### config.mk
export PLATFORM = sky130hd
export DESIGN_NAME = anps_top
export DESIGN_NICKNAME = d
export VERILOG_FILES = /design/src/design/anps_pkg.sv /design/src/design/anps_bus_if.sv /design/src/design/anps_decode.sv /design/src/design/anps_sticky.sv /design/src/design/anps_top.sv
export SDC_FILE = /design/constraint.sdc
export NUM_CORES = 1
export LEC_CHECK = 0
export BUFFER_PORTS_ARGS = -buffer_cell sky130_fd_sc_hd__buf_2
export CAP_MARGIN = 20
export CORE_MARGIN = 4
export CORE_UTILIZATION = 45
export DETAILED_ROUTE_END_ITERATION = 8
export HOLD_SLACK_MARGIN = 0.02
export PLACE_DENSITY = 0.73
export SYNTH_ARGS = -nofsm -noshare
export SYNTH_HDL_FRONTEND = slang
export SYNTH_SLANG_ARGS = --single-unit
### constraint.sdc
create_clock -name mclk -period 2.9 [get_ports mclk]
set_input_delay 0 -clock mclk [delete_from_list [all_inputs] [get_ports mclk]]
set_output_delay 0 -clock mclk [all_outputs]
set_load 0.01 [all_outputs]
### src/design/anps_pkg.sv
// Purpose: constants shared by the partner status register block
// Assumes: 5-bit management register address, 16-bit register data
// Notes:   own interrupt registers sit above the standard register range
package anps_pkg;
    localparam int          ADDR_W          = 5;
    localparam int          DATA_W          = 16;
    // register offsets
    localparam logic [4:0]  LPA_ADDR        = 5'h05;
    localparam logic [4:0]  EXP_ADDR        = 5'h06;
    localparam logic [4:0]  IRQ_STAT_ADDR   = 5'h18;
    localparam logic [4:0]  IRQ_MASK_ADDR   = 5'h19;
    // partner ability fields
    localparam int          LPA_NP_BIT      = 15;
    localparam int          LPA_ACK_BIT     = 14;
    localparam int          LPA_RF_BIT      = 13;
    localparam int          LPA_TECH_HI     = 8;
    localparam int          LPA_TECH_LO     = 5;
    localparam int          LPA_SEL_HI      = 4;
    localparam int          LPA_SEL_LO      = 0;
    // bits 12:9 never load: reserved and unsupported ability
    localparam logic [15:0] LPA_LOAD_MASK   = 16'hE1FF;
    localparam logic [15:0] LPA_RESET       = 16'h0000;
    localparam logic [4:0]  SEL_IEEE_8023   = 5'h01;
    localparam logic [4:0]  SEL_IEEE_8029   = 5'h02;
    // expansion fields
    localparam int          EXP_PDF_BIT     = 4;
    localparam int          EXP_LPNP_BIT    = 3;
    localparam int          EXP_NPA_BIT     = 2;
    localparam int          EXP_PR_BIT      = 1;
    localparam int          EXP_LPAN_BIT    = 0;
    localparam logic        LOCAL_NP_ABLE   = 1'b1;
    // interrupt layout
    localparam int          IRQ_W           = 3;
    localparam int          IRQ_PAGE_BIT    = 0;
    localparam int          IRQ_PDF_BIT     = 1;
    localparam int          IRQ_LPAN_BIT    = 2;
    localparam logic [2:0]  IRQ_MASK_RESET  = 3'h0;
endpackage

### src/design/anps_bus_if.sv
// Purpose: register strobes and decoded selects between top and decoder
// Assumes: single clock, strobes already one cycle long
// Notes:   decoder is purely combinational
`timescale 1ns/1ps
`default_nettype none
interface anps_bus_if;
    logic [4:0] addr;
    logic       wr;
    logic       rd;
    logic       sel_lpa;
    logic       sel_exp;
    logic       sel_ist;
    logic       sel_imsk;
    logic       hit;
    modport src (output addr, output wr, output rd,
                 input sel_lpa, input sel_exp, input sel_ist, input sel_imsk, input hit);
    modport dec (input addr, input wr, input rd,
                 output sel_lpa, output sel_exp, output sel_ist, output sel_imsk, output hit);
endinterface
`default_nettype wire

### src/design/anps_decode.sv
// Purpose: address decode for the partner status registers
// Assumes: address stable beside its strobe
// Notes:   hit is low for unmapped addresses, which then read as zero
`timescale 1ns/1ps
`default_nettype none
module anps_decode
    import anps_pkg::*;
(
    // decoded bus
    anps_bus_if.dec bus
);
    assign bus.sel_lpa  = (bus.addr == LPA_ADDR);
    assign bus.sel_exp  = (bus.addr == EXP_ADDR);
    assign bus.sel_ist  = (bus.addr == IRQ_STAT_ADDR);
    assign bus.sel_imsk = (bus.addr == IRQ_MASK_ADDR);
    assign bus.hit      = bus.sel_lpa | bus.sel_exp | bus.sel_ist | bus.sel_imsk;
endmodule
`default_nettype wire

### src/design/anps_sticky.sv
// Purpose: one sticky flag, set by an event, cleared by software
// Assumes: set and clr come from the mclk domain
// Notes:   set wins over clr so an event in the clearing cycle survives
`timescale 1ns/1ps
`default_nettype none
module anps_sticky (
    // clock and reset
    input  wire logic mclk,
    input  wire logic rstn,
    // control
    input  wire logic set,
    input  wire logic clr,
    // flag
    output logic      q
);
    logic q_reg;
    logic q_next;

    assign q_next = set ? 1'b1 : (clr ? 1'b0 : q_reg);
    assign q      = q_reg;

    always_ff @(posedge mclk or negedge rstn) begin
        if (!rstn) begin
            q_reg <= 1'b0;
        end else begin
            q_reg <= q_next;
        end
    end
endmodule
`default_nettype wire

### src/design/anps_top.sv
// Purpose: partner ability and negotiation expansion status registers
// Assumes: negotiation inputs come from logic on mclk, no synchroniser needed
// Notes:   read data appear one cycle after the read strobe, zero otherwise
//
// Summary of operation
// - partner ability register loads from each received base link code word
// - bit 15 shows partner next page flag: one means more pages follow
// - bit 14 shows whether partner acknowledged our link code word
// - bit 13 shows partner remote fault from received code word
// - bits 8 to 5 show partner technology abilities, one per technology
// - reserved bits 12 to 10 and unsupported bit 9 always read zero
// - bits 4 to 0 expose partner selector; any code, 802.3 or other, reads back unchanged
// - expansion bit 3 is one when partner page advertises next page
// - expansion bit 2 is constant one: local next page supported
// - expansion bit 1 latches high on page received until read
// - expansion bit 4 latches high on parallel detection fault
// - expansion bit 0 is one while the burst detector reports valid partner pulse bursts, one cycle later
//
// Decided for this implementation: the plain strobed port.
`timescale 1ns/1ps
`default_nettype none
module anps_top
    import anps_pkg::*;
(
    // clock and reset
    input  wire logic        mclk,
    input  wire logic        rstn,
    // register port
    input  wire logic [4:0]  reg_addr,
    input  wire logic [15:0] reg_wdata,
    input  wire logic        reg_wr,
    input  wire logic        reg_rd,
    output logic      [15:0] reg_rdata,
    // negotiation engine
    input  wire logic        rx_page_stb,
    input  wire logic        rx_page_base,
    input  wire logic [15:0] rx_page_word,
    input  wire logic        pd_fault_evt,
    input  wire logic        flp_partner_ok,
    // interrupt
    output logic             irq
);
    anps_bus_if bus ();

    logic [15:0]      lpa_reg;
    logic [15:0]      lpa_next;
    logic             lpan_reg;
    logic [15:0]      rdata_reg;
    logic [15:0]      rdata_next;
    logic             irq_reg;
    logic             irq_next;
    logic [IRQ_W-1:0] imask_reg;
    logic [IRQ_W-1:0] imask_next;
    logic [IRQ_W-1:0] istat;
    logic [IRQ_W-1:0] ievt;
    logic [IRQ_W-1:0] iclr;
    logic             base_load;
    logic             exp_read;
    logic             pr_flag;
    logic             pdf_flag;
    logic             lpan_rise;
    logic [15:0]      lpa_word;
    logic [15:0]      exp_word;
    logic [15:0]      ist_word;
    logic [15:0]      imsk_word;
    logic [15:0]      rd_word;

    assign bus.addr = reg_addr;
    assign bus.wr   = reg_wr;
    assign bus.rd   = reg_rd;

    anps_decode u_decode (
        .bus (bus)
    );

    // only base pages describe partner abilities; next pages carry messages
    assign base_load = rx_page_stb & rx_page_base;
    // reserved and unsupported positions are masked at load so they stay zero
    assign lpa_next  = base_load ? (rx_page_word & LPA_LOAD_MASK) : lpa_reg;

    // the register is read-only: bus writes to it are dropped
    always_ff @(posedge mclk or negedge rstn) begin
        if (!rstn) begin
            lpa_reg <= LPA_RESET;
        end else begin
            lpa_reg <= lpa_next;
        end
    end

    // software must wait for completion before trusting these bits
    assign lpa_word = {lpa_reg[LPA_NP_BIT],
                       lpa_reg[LPA_ACK_BIT],
                       lpa_reg[LPA_RF_BIT],
                       4'h0,
                       lpa_reg[LPA_TECH_HI:LPA_TECH_LO],
                       lpa_reg[LPA_SEL_HI:LPA_SEL_LO]};

    // partner ability level follows the burst detector one cycle later, through a register
    always_ff @(posedge mclk or negedge rstn) begin
        if (!rstn) begin
            lpan_reg <= 1'b0;
        end else begin
            lpan_reg <= flp_partner_ok;
        end
    end

    assign lpan_rise = flp_partner_ok & ~lpan_reg;

    // a read of the expansion register clears the latched flags
    assign exp_read = bus.rd & bus.sel_exp;

    anps_sticky u_page_rx (
        .mclk (mclk),
        .rstn (rstn),
        .set  (rx_page_stb),
        .clr  (exp_read),
        .q    (pr_flag)
    );

    // a fault still present at the read sets the flag again at once
    anps_sticky u_pd_fault (
        .mclk (mclk),
        .rstn (rstn),
        .set  (pd_fault_evt),
        .clr  (exp_read),
        .q    (pdf_flag)
    );

    assign exp_word = {11'h000,
                       pdf_flag,
                       lpa_reg[LPA_NP_BIT],
                       LOCAL_NP_ABLE,
                       pr_flag,
                       lpan_reg};

    // interrupt sources, write one to clear, set beats clear
    assign ievt[IRQ_PAGE_BIT] = rx_page_stb;
    assign ievt[IRQ_PDF_BIT]  = pd_fault_evt;
    assign ievt[IRQ_LPAN_BIT] = lpan_rise;

    genvar gi;
    generate
        for (gi = 0; gi < IRQ_W; gi++) begin : g_irq
            assign iclr[gi] = bus.wr & bus.sel_ist & reg_wdata[gi];
            anps_sticky u_stat (
                .mclk (mclk),
                .rstn (rstn),
                .set  (ievt[gi]),
                .clr  (iclr[gi]),
                .q    (istat[gi])
            );
        end
    endgenerate

    assign imask_next = (bus.wr & bus.sel_imsk) ? reg_wdata[IRQ_W-1:0] : imask_reg;
    assign irq_next   = |(istat & imask_reg);

    always_ff @(posedge mclk or negedge rstn) begin
        if (!rstn) begin
            imask_reg <= IRQ_MASK_RESET;
            irq_reg   <= 1'b0;
        end else begin
            imask_reg <= imask_next;
            irq_reg   <= irq_next;
        end
    end

    assign ist_word  = {{(DATA_W-IRQ_W){1'b0}}, istat};
    assign imsk_word = {{(DATA_W-IRQ_W){1'b0}}, imask_reg};

    // unmapped addresses read zero
    assign rd_word = bus.sel_lpa  ? lpa_word  :
                     bus.sel_exp  ? exp_word  :
                     bus.sel_ist  ? ist_word  :
                     bus.sel_imsk ? imsk_word : 16'h0000;

    // data stand only in the cycle after the strobe to keep the bus idle-low
    assign rdata_next = (bus.rd & bus.hit) ? rd_word : 16'h0000;

    always_ff @(posedge mclk or negedge rstn) begin
        if (!rstn) begin
            rdata_reg <= 16'h0000;
        end else begin
            rdata_reg <= rdata_next;
        end
    end

    assign reg_rdata = rdata_reg;
    assign irq       = irq_reg;
endmodule
`default_nettype wire

Word level (Yosys, flattened, before mapping)
Index checks and enable logic that the tools add are counted.
{ "totals": {"latchBits": 0, "mem_bits_ro": 0, "wordCells": 48, "register_bits": 38, "mem_count": 0, "mem_bits_rw": 0, "out_inout_bits": 17} }
{ "classes": {"n_addsub": 0, "div": 0, "bitwise": 14, "multipliers": 0, "muxes": 14, "n_eq_ne": 4, "shift": 0, "magnitude_cmp": 0, "reduce_logical": 6} }
{ "op_table": {"columns": ["op", "n"], "rows": [
  ["16-bit two-way mux", 2],
  ["5-bit by 3-bit equality test with 1-bit output (second input constant)", 2],
  ["5-bit equality test (second input constant)", 2],
  ["2-bit nonzero test", 5],
  ["1-bit AND", 9],
  ["1-bit two-way mux", 9],
  ["3-bit two-way mux", 2],
  ["5-bit two-way mux", 1],
  ["3-bit AND", 1],
  ["1-bit bitwise OR", 3],
  ["3-bit OR reduction", 1],
  ["1-bit NOT", 1]
]} }

Logic depth before layout (Yosys ltp)
Gate-level depths: netlist of run 1.
{ "logic_depth": {"depth_word": 6, "ltp_mapped": 5} }

Cells and area by module
From an unflattened synthesis of run 1, not the netlist that was laid out.
{ "hier_totals": {"cells_unflattened": 112, "hier_area_um2": 1445.1} }
{ "modules_own_cells": {"columns": ["mod", "area_per_inst_um2", "instances", "seq_area_each_um2", "cells_per_inst"], "rows": [
  ["anps_top", 1201.2, 1, 725.7, 88],
  ["anps_sticky", 36.3, 5, 25.0, 3],
  ["anps_decode", 62.6, 1, 0.0, 9]
]} }

Least setup slack after synthesis of run 1
OpenSTA, ideal clock, no wires.
{ "synth_path": {"path_kind": "reg2reg", "start": "register imask_reg[1]", "end": "register rdata_reg[1], in the netlist reg_rdata[1]", "period_less_slack_ps": 993, "stages_incl_launch_ff": 4, "arrival_ps": 889, "path_buffers": 0, "setup_slack_ps": 1907, "setup_time_ps": 104, "path_cell_list": "dfrtp_1 -> nor2b_1 -> a311o_1 -> a221oi_1"} }
{ "synth_via": {"elab_chain_cells": 5} }
{ "synth_rtl": {"columns": ["item", "line_no", "rtl"], "rows": [
  ["start, declared", "anps_top.sv:52", "logic [IRQ_W-1:0] imask_reg;"],
  ["start signal, assigned", "anps_top.sv:163", "imask_reg <= imask_next;"],
  ["3-bit two-way mux", "anps_top.sv:175", "bus.sel_imsk ? imsk_word : 16'h0000;"],
  ["3-bit two-way mux", "anps_top.sv:174", "bus.sel_ist ? ist_word :"],
  ["5-bit two-way mux", "anps_top.sv:173", "bus.sel_exp ? exp_word :"],
  ["16-bit two-way mux", "anps_top.sv:172", "assign rd_word = bus.sel_lpa ? lpa_word :"],
  ["16-bit two-way mux", "anps_top.sv:178", "assign rdata_next = (bus.rd & bus.hit) ? rd_word : 16'h0000;"],
  ["named net rdata_next[1]", "anps_top.sv:49", "logic [15:0] rdata_next;"],
  ["end signal, assigned", "anps_top.sv:184", "rdata_reg <= rdata_next;"],
  ["end, declared", "anps_top.sv:48", "logic [15:0] rdata_reg;"]
]} }
The timed path passes the listed nets, and every way through them passes these cells.
A chain may end at the register's enable or synchronous reset.

Worst setup path in the final report of run 1
{ "layout_path": {"start": "input port reg_addr[1]", "end": "register g_irq[1].u_stat.q_reg"} }
{ "layout_via": {"elab_chain_cells": 4} }
{ "layout_rtl": {"columns": ["item", "line_no", "rtl"], "rows": [
  ["start, declared", "anps_top.sv:29", "input wire logic [4:0] reg_addr,"],
  ["5-bit equality test", "anps_decode.sv:14", "assign bus.sel_ist = (bus.addr == IRQ_STAT_ADDR);"],
  ["1-bit AND (2 in series)", "anps_top.sv:144", "assign iclr[gi] = bus.wr & bus.sel_ist & reg_wdata[gi];"],
  ["2-bit nonzero test (no line)", null, null],
  ["end signal, assigned", "anps_sticky.sv:26", "q_reg <= q_next;"],
  ["end, declared", "anps_sticky.sv:16", "logic q_reg;"]
]} }
Every way passes these cells.

==> results of run 1 <==
==> layout by cell type (no fill, tap or decap), types with 2 or more instances in the layout <==
| master | count |
|---|---|
| nand4_1 | 3 |
| dlygate4sd3_1 | 21 |
| buf_2 | 40 |
| dfrtp_1 | 34 |
| and3_1 | 7 |
| conb_1 | 4 |
| clkinv_2 | 2 |
| a311o_1 | 2 |
| inv_1 | 7 |
| nor2b_1 | 3 |
| mux2_2 | 15 |
| a21o_1 | 4 |
| nand3_1 | 6 |
| clkbuf_4 | 5 |
| and3b_1 | 3 |
| a21oi_1 | 2 |
| o21ai_0 | 2 |
==> worst paths after layout <==
| path | to | slack [ns] |
|---|---|---|
| setup / recovery | g_irq[1].u_stat.q | 1.46 |
| max in group asynchronous | reg_rdata[6] | 2.16 |
| setup reg to reg | g_irq[1].u_stat.q | 1.69 |
| min in group asynchronous | imask_reg[1] | 0.26 |
| hold / removal | g_irq[2].u_stat.q | 0.04 |
| hold reg to reg | u_page_rx.q | 0.50 |
==> layer usage <==
layer / part of all wire [%] / vias up / wire [um]
li1: - / 535 / -
met1: 40 / 558 / 1354
met2: 53 / 28 / 1777
met3: 4.1 / 8 / 139
met4: 2.9 / 0 / 99
met5: 0 / - / 0
==> synth_stat cells (all sizes together), types with 3 or more instances <==
cell    n  area share (%)
dfrtp  34              57
mux2   15              11
and3    7             2.9
buf     7             3.6
inv     7             1.8
nand3   6             2.0
a21o    4             2.0
nor2b   4             1.8
and3b   3             1.8
nand4   3             1.3
==> area by class of cell <==
| cell class | instances | area (sq um) | area share [%] |
|---|---|---|---|
| Timing Repair Buffer | 61 | 410.4 | 20.83 |
| Clock buffer | 5 | 37.54 | 1.905 |
| Inverter | 7 | 26.28 | 1.333 |
| Clock inverter | 2 | 10.01 | 0.5079 |
| Sequential cell | 34 | 850.8 | 43.17 |
| Multi-Input combinational cell | 69 | 580.6 | 29.46 |
| Tap cell | 44 | 55.05 | 2.794 |
==> worst min-delay path, stage by stage <==
cell and delay (ns):
buf_2 0.13, nand4_1 0.09, a22o_1 0.12
==> logic make-up after synthesis <==
family                 synth area share, %
buffers and inverters                5.338
XOR/XNOR                            0.5839
multiplexers                         11.26
other                               0.2500
flip-flops                           56.71
AO/OA/AOI/OAI                        9.425
AND/OR/NAND/NOR                      16.43
==> through the flow <==
stage                     worst slack (ns)  hold slack (ns)  power (mW)  std cells
after detailed placement             1.613          0.09968      0.6618        194
final                                1.455          0.03767      0.9069        222
after floorplan                      1.907          -0.2956      0.6090        117
after CTS                            1.463          0.02470      0.9148        222
after global routing                 1.376          0.03302      0.9506        222
after global placement               1.698          0.08061      0.6531        194
==> power by group through the flow <==
| stage | registers [mW] | clock network, mW | logic (mW) |
|---|---|---|---|
| finish | 0.535 | 0.234 | 0.137 |
| global route | 0.540 | 0.260 | 0.151 |
| detailed placement | 0.545 | 0 | 0.117 |
| floorplan | 0.540 | 0 | 0.0695 |
| global placement | 0.541 | 0 | 0.112 |
| CTS | 0.535 | 0.242 | 0.138 |
==> results_dict.tcl, run 1 <==
set metrics [dict create \
    floorplan.initialDensity_pct 47.96 \
    synth.avg_cell_area_sq_um 13.16 \
    finalHoldViolCount 0 \
    hold_path.class "in2reg" \
    post-route-util_pct 63.00 \
    switchingPower_mw 0.2302 \
    portBuffers 40 \
    netlist_area_sq_um 1500 \
    hpwlAfterDp_mm 2.371 \
    vias 1129 \
    die_h_um 65.74 \
    worstPathMaxFanout 8 \
    gr-total-overflow 0 \
    critPathSlowestCell "nor4b_2" \
    cp-start-kind "input pin" \
    synth_flop_cell "dfrtp_1" \
    leakagePower_nw 0.9639 \
    critPathLaunch "reg_addr[1]" \
    grt_use_met3_pct 4.957 \
    vias_per_cell 5.086 \
    cts_tree "built" \
    dieWidth_um 65.74 \
    critPathKind "in2reg" \
    fin_crit_ns 1.445 \
    clk_latency_ns 0.33 \
    clkTransAtPathRegs_ns 0.10 \
    ys_types 34 \
    clock_sinks 34 \
    period_share_pct 49.82 \
    detail-route-antenna-nets 0 \
    synthArstFlopShare_pct 100.0 \
    h-tree-depth 2 \
    rr_worst_depth 2 \
    critPathTopFamily "simple AND/OR/NAND/NOR gates" \
    cts_setup_buffers 0 \
    arrival_ns 1.67 \
    p_seq_share_pct 59.0 \
    cts_resized 0 \
    report.final.slew_viol_count 0 \
    path_buf_inv 2 \
    design_area_sq_um 1971 \
    cp.depth 5 \
    drt-initial-drc-count 81 \
    ys_seq_elements 34 \
    final_nets 223 \
    status "finished clean" \
    use_met1_pct 18.90 \
    firstDrtPassIters 4 \
    finalSetupTns_ns 0 \
    routed_wl_mm 3.370 \
    finalClockSkew_ns 0.007639 \
    hold_depth 3 \
    cap_violations 0 \
    hp-start "reg_wr" \
    grt_max_degree 35 \
    pwr-share-comb_pct 15.1 \
    rsz0062_at_grt "no" \
    grt_pass1_wl_mm 5.540 \
    ys_seq_area_share_pct 56.71 \
    slowest_delay_ns 0.59 \
    grt_use_met2_pct 29.91 \
    fmax_mhz 692.1 \
    nFillCells 250 \
    numCtsBuffers 5 \
    drc 0 \
    internal-power_mw 0.6766 \
    power_frac_clock_pct 25.8 \
    endpoint_kind "register" \
    cts_hold_buf 21 \
    track_usage_pct 17.29 \
    max_slew.worst_pin.slew_ns 0.7319 \
    layout-drive-gt1-share_pct 39.33 \
    p_sw_share_pct 25.39 \
    diodes 0 \
    synth_edf_count 0 \
    grt_pass1_vias 1222 \
    gp_congestion 0.7937 \
    grt_antenna_before_repair 0 \
    cp.required_ns 3.12 \
    cts_root_buf "clkbuf_4" \
    io_pins 62 \
    top_usage_layer "met2" \
    pwr_density_cell_nw_per_um2 460.2 \
    ctsLongestPathBuffers 2 \
    relSlewSlack_pct 51.21 \
    num_rows 20 \
    die_area_sq_um 4322 \
    postPlaceCellArea_sq_um 1713 \
    yosysWarnings 0 \
    setup_viol 0 \
    wl_per_cell_um 15.18 \
    ir_drop_mv 0.2337 \
    worstReg2RegStart "g_irq[1].u_stat.q" \
    cp_cell_sequence "buf_2, nor4b_2, nand4_1, a21o_1, dlygate4sd3_1" \
    synthCells 114 \
    core_sq_um 3128 \
    area_growth_pct 31.36 \
]
(Power assumes the default switching activity.)
==> run 2: changes to the inputs <==
--- a/config.mk
+++ b/config.mk
@@ -5,13 +5,14 @@
 export SDC_FILE = /design/constraint.sdc
 export NUM_CORES = 1
 export LEC_CHECK = 0
+export ABC_AREA = 1
 export BUFFER_PORTS_ARGS = -buffer_cell sky130_fd_sc_hd__buf_2
 export CAP_MARGIN = 20
 export CORE_MARGIN = 4
 export CORE_UTILIZATION = 45
 export DETAILED_ROUTE_END_ITERATION = 8
 export HOLD_SLACK_MARGIN = 0.02
-export PLACE_DENSITY = 0.73
+export PLACE_DENSITY = 0.72
 export SYNTH_ARGS = -nofsm -noshare
 export SYNTH_HDL_FRONTEND = slang
 export SYNTH_SLANG_ARGS = --single-unit
==> constraint.sdc (replaced) <==
create_clock -name mclk -period 1.4 [get_ports mclk]
set_input_delay 0 -clock mclk [delete_from_list [all_inputs] [get_ports mclk]]
set_output_delay 0 -clock mclk [all_outputs]
set_load 0.01 [all_outputs]
==> run 2 against run 1 <==
  * Setup slack worse by 1.4 ns
  * Combinational power up 100%
  * Final area rose by 5.7%
  * Die area rose by 1.3%
  * Core utilization up 3.1 points
  * Register-to-register slack got worse by 1.5 ns
  * Critical path type unchanged
  * Largest cell class unchanged
  * Highest routed layer unchanged
  * Count of clock-buffer cells in the layout grew 1
  * Critical path depth up 3
==> results_dict.tcl, run 2 <==
set metrics [dict create \
    status "finished clean" \
    gp_congestion 0.8153 \
    crit_end "g_irq[1].u_stat.q" \
    drc 0 \
    final_nets 270 \
    drt-initial-drc-count 32 \
    track_usage_pct 15.13 \
    grt_pass1_vias 1136 \
    clk_latency_ns 0.32 \
    yosysWarnings 0 \
    cts_tree "built" \
    yosys-top-cells-count "38 x nand2_1, 34 x dfrtp_1, 12 x nand3_1" \
    report.final.slew_viol_count 0 \
    clock_sinks 34 \
    synth_fa_ha_area_share_pct 0 \
    critPathLaunch "reg_wr" \
    cp.required_ns 1.62 \
    design_area_sq_um 2083 \
    vias_per_cell 4.643 \
    synth_top_family_by_area "simple AND/OR/NAND/NOR gates" \
    regToRegSetupSlack_ns 0.20 \
    worstPathMaxFanout 5 \
    final_cell_mix "40 x buf_2, 38 x nand2_1, 34 x dfrtp_1" \
    die_h_um 66.17 \
    firstDrtPassIters 4 \
    period_share_pct 99.14 \
    leakagePower_nw 1.051 \
    vias 1249 \
    ir_drop_mv 0.6810 \
    hold_slack_ns 0.04407 \
    rr_worst_depth 3 \
    synth_top_area_cell "dfrtp_1" \
    io_pins 62 \
    grt_antenna_before_repair 0 \
    endpoint_kind "register" \
    setup_viol 0 \
    postPlaceCellArea_sq_um 1754 \
    yosys-top-cells-area "dfrtp_1 56%, nand2_1 9.4%, mux2_2 8.1%" \
    synth_compound_area_share_pct 3.698 \
    synth_top_cell_area_share_pct 55.88 \
    synthMuxAreaShare_pct 8.135 \
    worstReg2RegStart "g_irq[0].u_stat.q" \
    slowest_delay_ns 0.54 \
    cpMostUsedCell "nand2_1" \
    ys_seq_area_share_pct 55.88 \
    grt_max_degree 35 \
    ys_seq_elements 34 \
    core_sq_um 3153 \
    post-route-util_pct 66.07 \
    dp_slack_ns 0.3795 \
    relSlewSlack_pct 52.58 \
    yosysMostFrequentCell "nand2_1" \
    pwr_density_cell_nw_per_um2 1008 \
    clkTransAtPathRegs_ns 0.09 \
    cp_cell_sequence "dlygate4sd3_1, buf_2, inv_1, nor2_2, nand2_1, nand2_1, nand2_1, dlygate4sd3_1" \
    finalHoldViolCount 0 \
    diodes 0 \
    grt_pass1_wl_mm 4.947 \
    hold_path.class "in2reg" \
    critPathSlowestCell "dlygate4sd3_1" \
    cts_root_buf "clkbuf_4" \
    synthXorXnorAreaFrac_pct 0 \
    num_rows 20 \
    floorplan.initialDensity_pct 48.29 \
    die_area_sq_um 4378 \
    critPathTopFamily "buffers and inverters" \
    area_growth_pct 36.81 \
    arrival_ns 1.60 \
    numCtsBuffers 5 \
    fin_crit_ns 1.388 \
    synth_flop_cell "dfrtp_1" \
    max_slew.worst_pin.slew_ns 0.7113 \
    routed_wl_mm 3.100 \
    h-tree-depth 2 \
    layout-drive-gt1-share_pct 37.33 \
    critPathKind "in2reg" \
    synth.avg_cell_area_sq_um 9.824 \
    cap_violations 0 \
    portBuffers 40 \
    ctsLongestPathBuffers 2 \
    ys_types 22 \
    fmax_mhz 720.5 \
    reg2reg_to "g_irq[0].u_stat.q" \
    netlist_area_sq_um 1523 \
    detail-route-antenna-nets 0 \
    dieWidth_um 66.17 \
    synthCells 155 \
    gr-total-overflow 0 \
    wl_per_cell_um 11.52 \
    worst_slack_ns 0.01202 \
    finalClockSkew_ns 0.001587 \
    path_buf_inv 4 \
    hpwlAfterDp_mm 2.181 \
    synthSimpleGateAreaFrac_pct 25.80 \
    cp-start-kind "input pin" \
    final_common_cell "buf_2" \
    cp.depth 8 \
    synthArstFlopShare_pct 100.0 \
    synth_edf_count 0 \
]
[run 2: cell count changes after synthesis, sizes merged, moves of 6 or more]
cell / previous run / this run
nand3: 6 / 12
and3: 7 / 1
nor2: 0 / 21
inv: 7 / 16
nand2: 1 / 42
[run 2: cells by family (layout without fill, tap and decap cells)]
kind of cell	after synthesis	in the layout
AND/OR/NAND/NOR	80	80
flip-flops	34	34
buffers and inverters	21	88
multiplexers	11	11
AO/OA/AOI/OAI	8	8
other	1	4
[run 2: worst min path at each step]
stage | from | end | slack [ns] | depth (start not counted)
after floorplan | rstn | g_irq[0].u_stat.q | -0.30 | 0
after CTS | reg_addr[4] | reg_rdata[4] | 0.04 | 4
final | reg_addr[4] | reg_rdata[4] | 0.04 | 4
after detailed placement | rstn | lpa_reg[1] | 0.1 | 1
after global placement | rstn | lpa_reg[0] | 0.08 | 1
after global routing | reg_addr[4] | reg_rdata[4] | 0.05 | 4
[run 2: tightest hold or removal path, stage by stage]
cell     delay, ns
buf_2         0.13
nor2_4        0.08
nand3_1       0.09
a21oi_2       0.05
[run 2: per-stage QoR]
step / setup TNS [ns] / total power [mW] / instances
after floorplan: 0 / 1.258 / 158
after global placement: 0 / 1.346 / 237
after detailed placement: 0 / 1.359 / 237
after CTS: 0 / 2.115 / 268
after global routing: -0.06835 / 2.198 / 269
final: 0 / 2.100 / 269
[run 2: repair_timing]
item / CTS / global route
hold buffers: 24 / 0
resized for setup: 0 / 0
endpoints found under the hold margin: 58 / 0
setup buffers: 0 / 1
endpoints found under the setup margin: 0 / 2
[run 2: layout make-up]
type,instances,area [sq um]
sequential,34,850.8
tap,44,55.05
fill,268,1070
clock inverter,1,30.03
multi-input combinational,103,588.1
inverter,16,60.06
clock buffer,6,51.30
timing repair buffer,65,447.9
[run 2: power by group]
group | internal, mW | switching [mW] | total (mW)
registers | 1.06 | 0.0469 | 1.11
logic | 0.146 | 0.134 | 0.280
clock network | 0.416 | 0.297 | 0.712
[run 2: metal layers]
layer | global-route usage [%] | routed length, um
met1 | 20.02 | 1380
met2 | 22.68 | 1436
met3 | 4.762 | 222
met4 | 6.599 | 61
met5 | 0 | 0
==> run 3: changes to the inputs <==
==> constraint.sdc (replaced) <==
create_clock -name mclk -period 1.69 [get_ports mclk]
set_input_delay 0 -clock mclk [delete_from_list [all_inputs] [get_ports mclk]]
set_output_delay 0 -clock mclk [all_outputs]
set_load 0.01 [all_outputs]
==> run 3 against run 2 <==
  * Setup slack better by 0.31 ns
  * Clock skew increased by 0.0028 ns
  * Sequential share of layout area up 0.35 points
  * Wire length decreased by 2.3%
  * Die area unchanged
  * Via count down 0.72%
  * Critical path depth did not move
  * Combinational power down 18%
  * Largest cell class unchanged
  * Largest power group unchanged
  * Highest routed layer unchanged
==> results_dict.tcl, run 3 (same netlist as run 2, synthesis figures left out) <==
set metrics [dict create \
    core_sq_um 3153 \
    grt_max_degree 35 \
    die_area_sq_um 4378 \
    cp.required_ns 1.91 \
    cts_resized 0 \
    vias_per_cell 4.644 \
    endpoint_kind "register" \
    final_nets 268 \
    status "finished clean" \
    relSlewSlack_pct 52.27 \
    grt_pass1_wl_mm 4.754 \
    pwr_density_cell_nw_per_um2 843.2 \
    fmax_mhz 728.9 \
    final_common_cell "buf_2" \
    vias 1240 \
    h-tree-depth 2 \
    cts_hold_buf 23 \
    dieWidth_um 66.17 \
    cts_setup_buffers 0 \
    leakagePower_nw 1.044 \
    final_cell_mix "40 x buf_2, 38 x nand2_1, 34 x dfrtp_1" \
    area_growth_pct 35.66 \
    total_power_mw 1.742 \
    grt_pass1_vias 1095 \
    drt-initial-drc-count 36 \
    hold_path.class "in2reg" \
    firstDrtPassIters 4 \
    die_h_um 66.17 \
    cts_root_buf "clkbuf_4" \
    design_area_sq_um 2066 \
    max_slew.worst_pin.slew_ns 0.7160 \
    worst_slack_ns 0.3180 \
    clock_sinks 34 \
    finalClockSkew_ns 0.004415 \
    finalSetupTns_ns 0 \
    num_rows 20 \
    gp_congestion 0.8158 \
    period_share_pct 81.18 \
    routed_wl_mm 3.028 \
    wl_per_cell_um 11.34 \
    dp_slack_ns 0.6740 \
    numCtsBuffers 5 \
    hpwlAfterDp_mm 2.183 \
    ctsLongestPathBuffers 2 \
    worstPathMaxFanout 5 \
    portBuffers 40 \
    critPathKind "in2reg" \
    fin_crit_ns 1.372 \
    diodes 0 \
    rsz0062_at_grt "no" \
    gr-total-overflow 0 \
    postPlaceCellArea_sq_um 1754 \
    floorplan.initialDensity_pct 48.29 \
    io_pins 62 \
    cts_tree "built" \
    ir_drop_mv 0.4774 \
    finalHoldViolCount 0 \
    track_usage_pct 14.84 \
    setup_viol 0 \
    drc 0 \
    report.final.slew_viol_count 0 \
    clkTransAtPathRegs_ns 0.09 \
    cap_violations 0 \
    detail-route-antenna-nets 0 \
    grt_antenna_before_repair 0 \
    clk_latency_ns 0.33 \
    arrival_ns 1.59 \
    layout-drive-gt1-share_pct 37.22 \
    post-route-util_pct 65.52 \
    cp-start-kind "input pin" \
]
## run 3: cell count changes in the layout (fill, tap and decap cells not counted), sizes merged
cell	change
buf	-1
dlygate4sd3	-1
## run 3: per-stage QoR
| step | std cells | hold slack [ns] |
|---|---|---|
| finish | 267 | 0.04331 |
| global route | 267 | 0.04505 |
| CTS | 267 | 0.02749 |
| detailed placement | 237 | 0.09661 |
| global placement | 237 | 0.07950 |
| floorplan | 158 | -0.2956 |
## run 3: final timing paths
path | end | startpoint | cells after the start | slack, ns
setup / recovery | g_irq[0].u_stat.q | reg_wr | 8 | 0.32
hold / removal | reg_rdata[4] | reg_addr[4] | 4 | 0.04
setup reg to reg | g_irq[0].u_stat.q | g_irq[0].u_stat.q | 3 | 0.50
hold reg to reg | imask_reg[2] | imask_reg[2] | 2 | 0.52
max in group asynchronous | reg_rdata[2] | rstn | 2 | 0.97
min in group asynchronous | lpan_reg | rstn | 2 | 0.26
## run 3: power by group
group / internal [mW] / leakage, nW / switching (mW)
Clock: 0.344 / 0.0443 / 0.249
Combinational: 0.120 / 0.586 / 0.110
Sequential: 0.879 / 0.414 / 0.0399
## run 3: worst max-delay path: stages
cell and delay (ns):
dlygate4sd3_1 0.54, buf_2 0.15, inv_1 0.05, nor2_2 0.14, nand2_1 0.06, nand2_1 0.06, nand2_1 0.04, dlygate4sd3_1 0.54
## run 3: final cells by class
| class | count | area (sq um) |
|---|---|---|
| multi-input cells | 103 | 588.1 |
| clock buffers | 6 | 51.30 |
| inverters | 16 | 60.06 |
| flip-flops and latches | 34 | 850.8 |
| repair buffers | 63 | 430.4 |
| fillers | 267 | 1087 |
| clock inverters | 1 | 30.03 |
| well taps | 44 | 55.05 |
## run 3: layer usage
layer	GRT usage [%]	up-vias	wire length, um
met5	0	-	0
met4	5.330	0	46
met3	6.463	7	285
met2	23.67	59	1369
met1	17.73	559	1326
li1	-	615	-
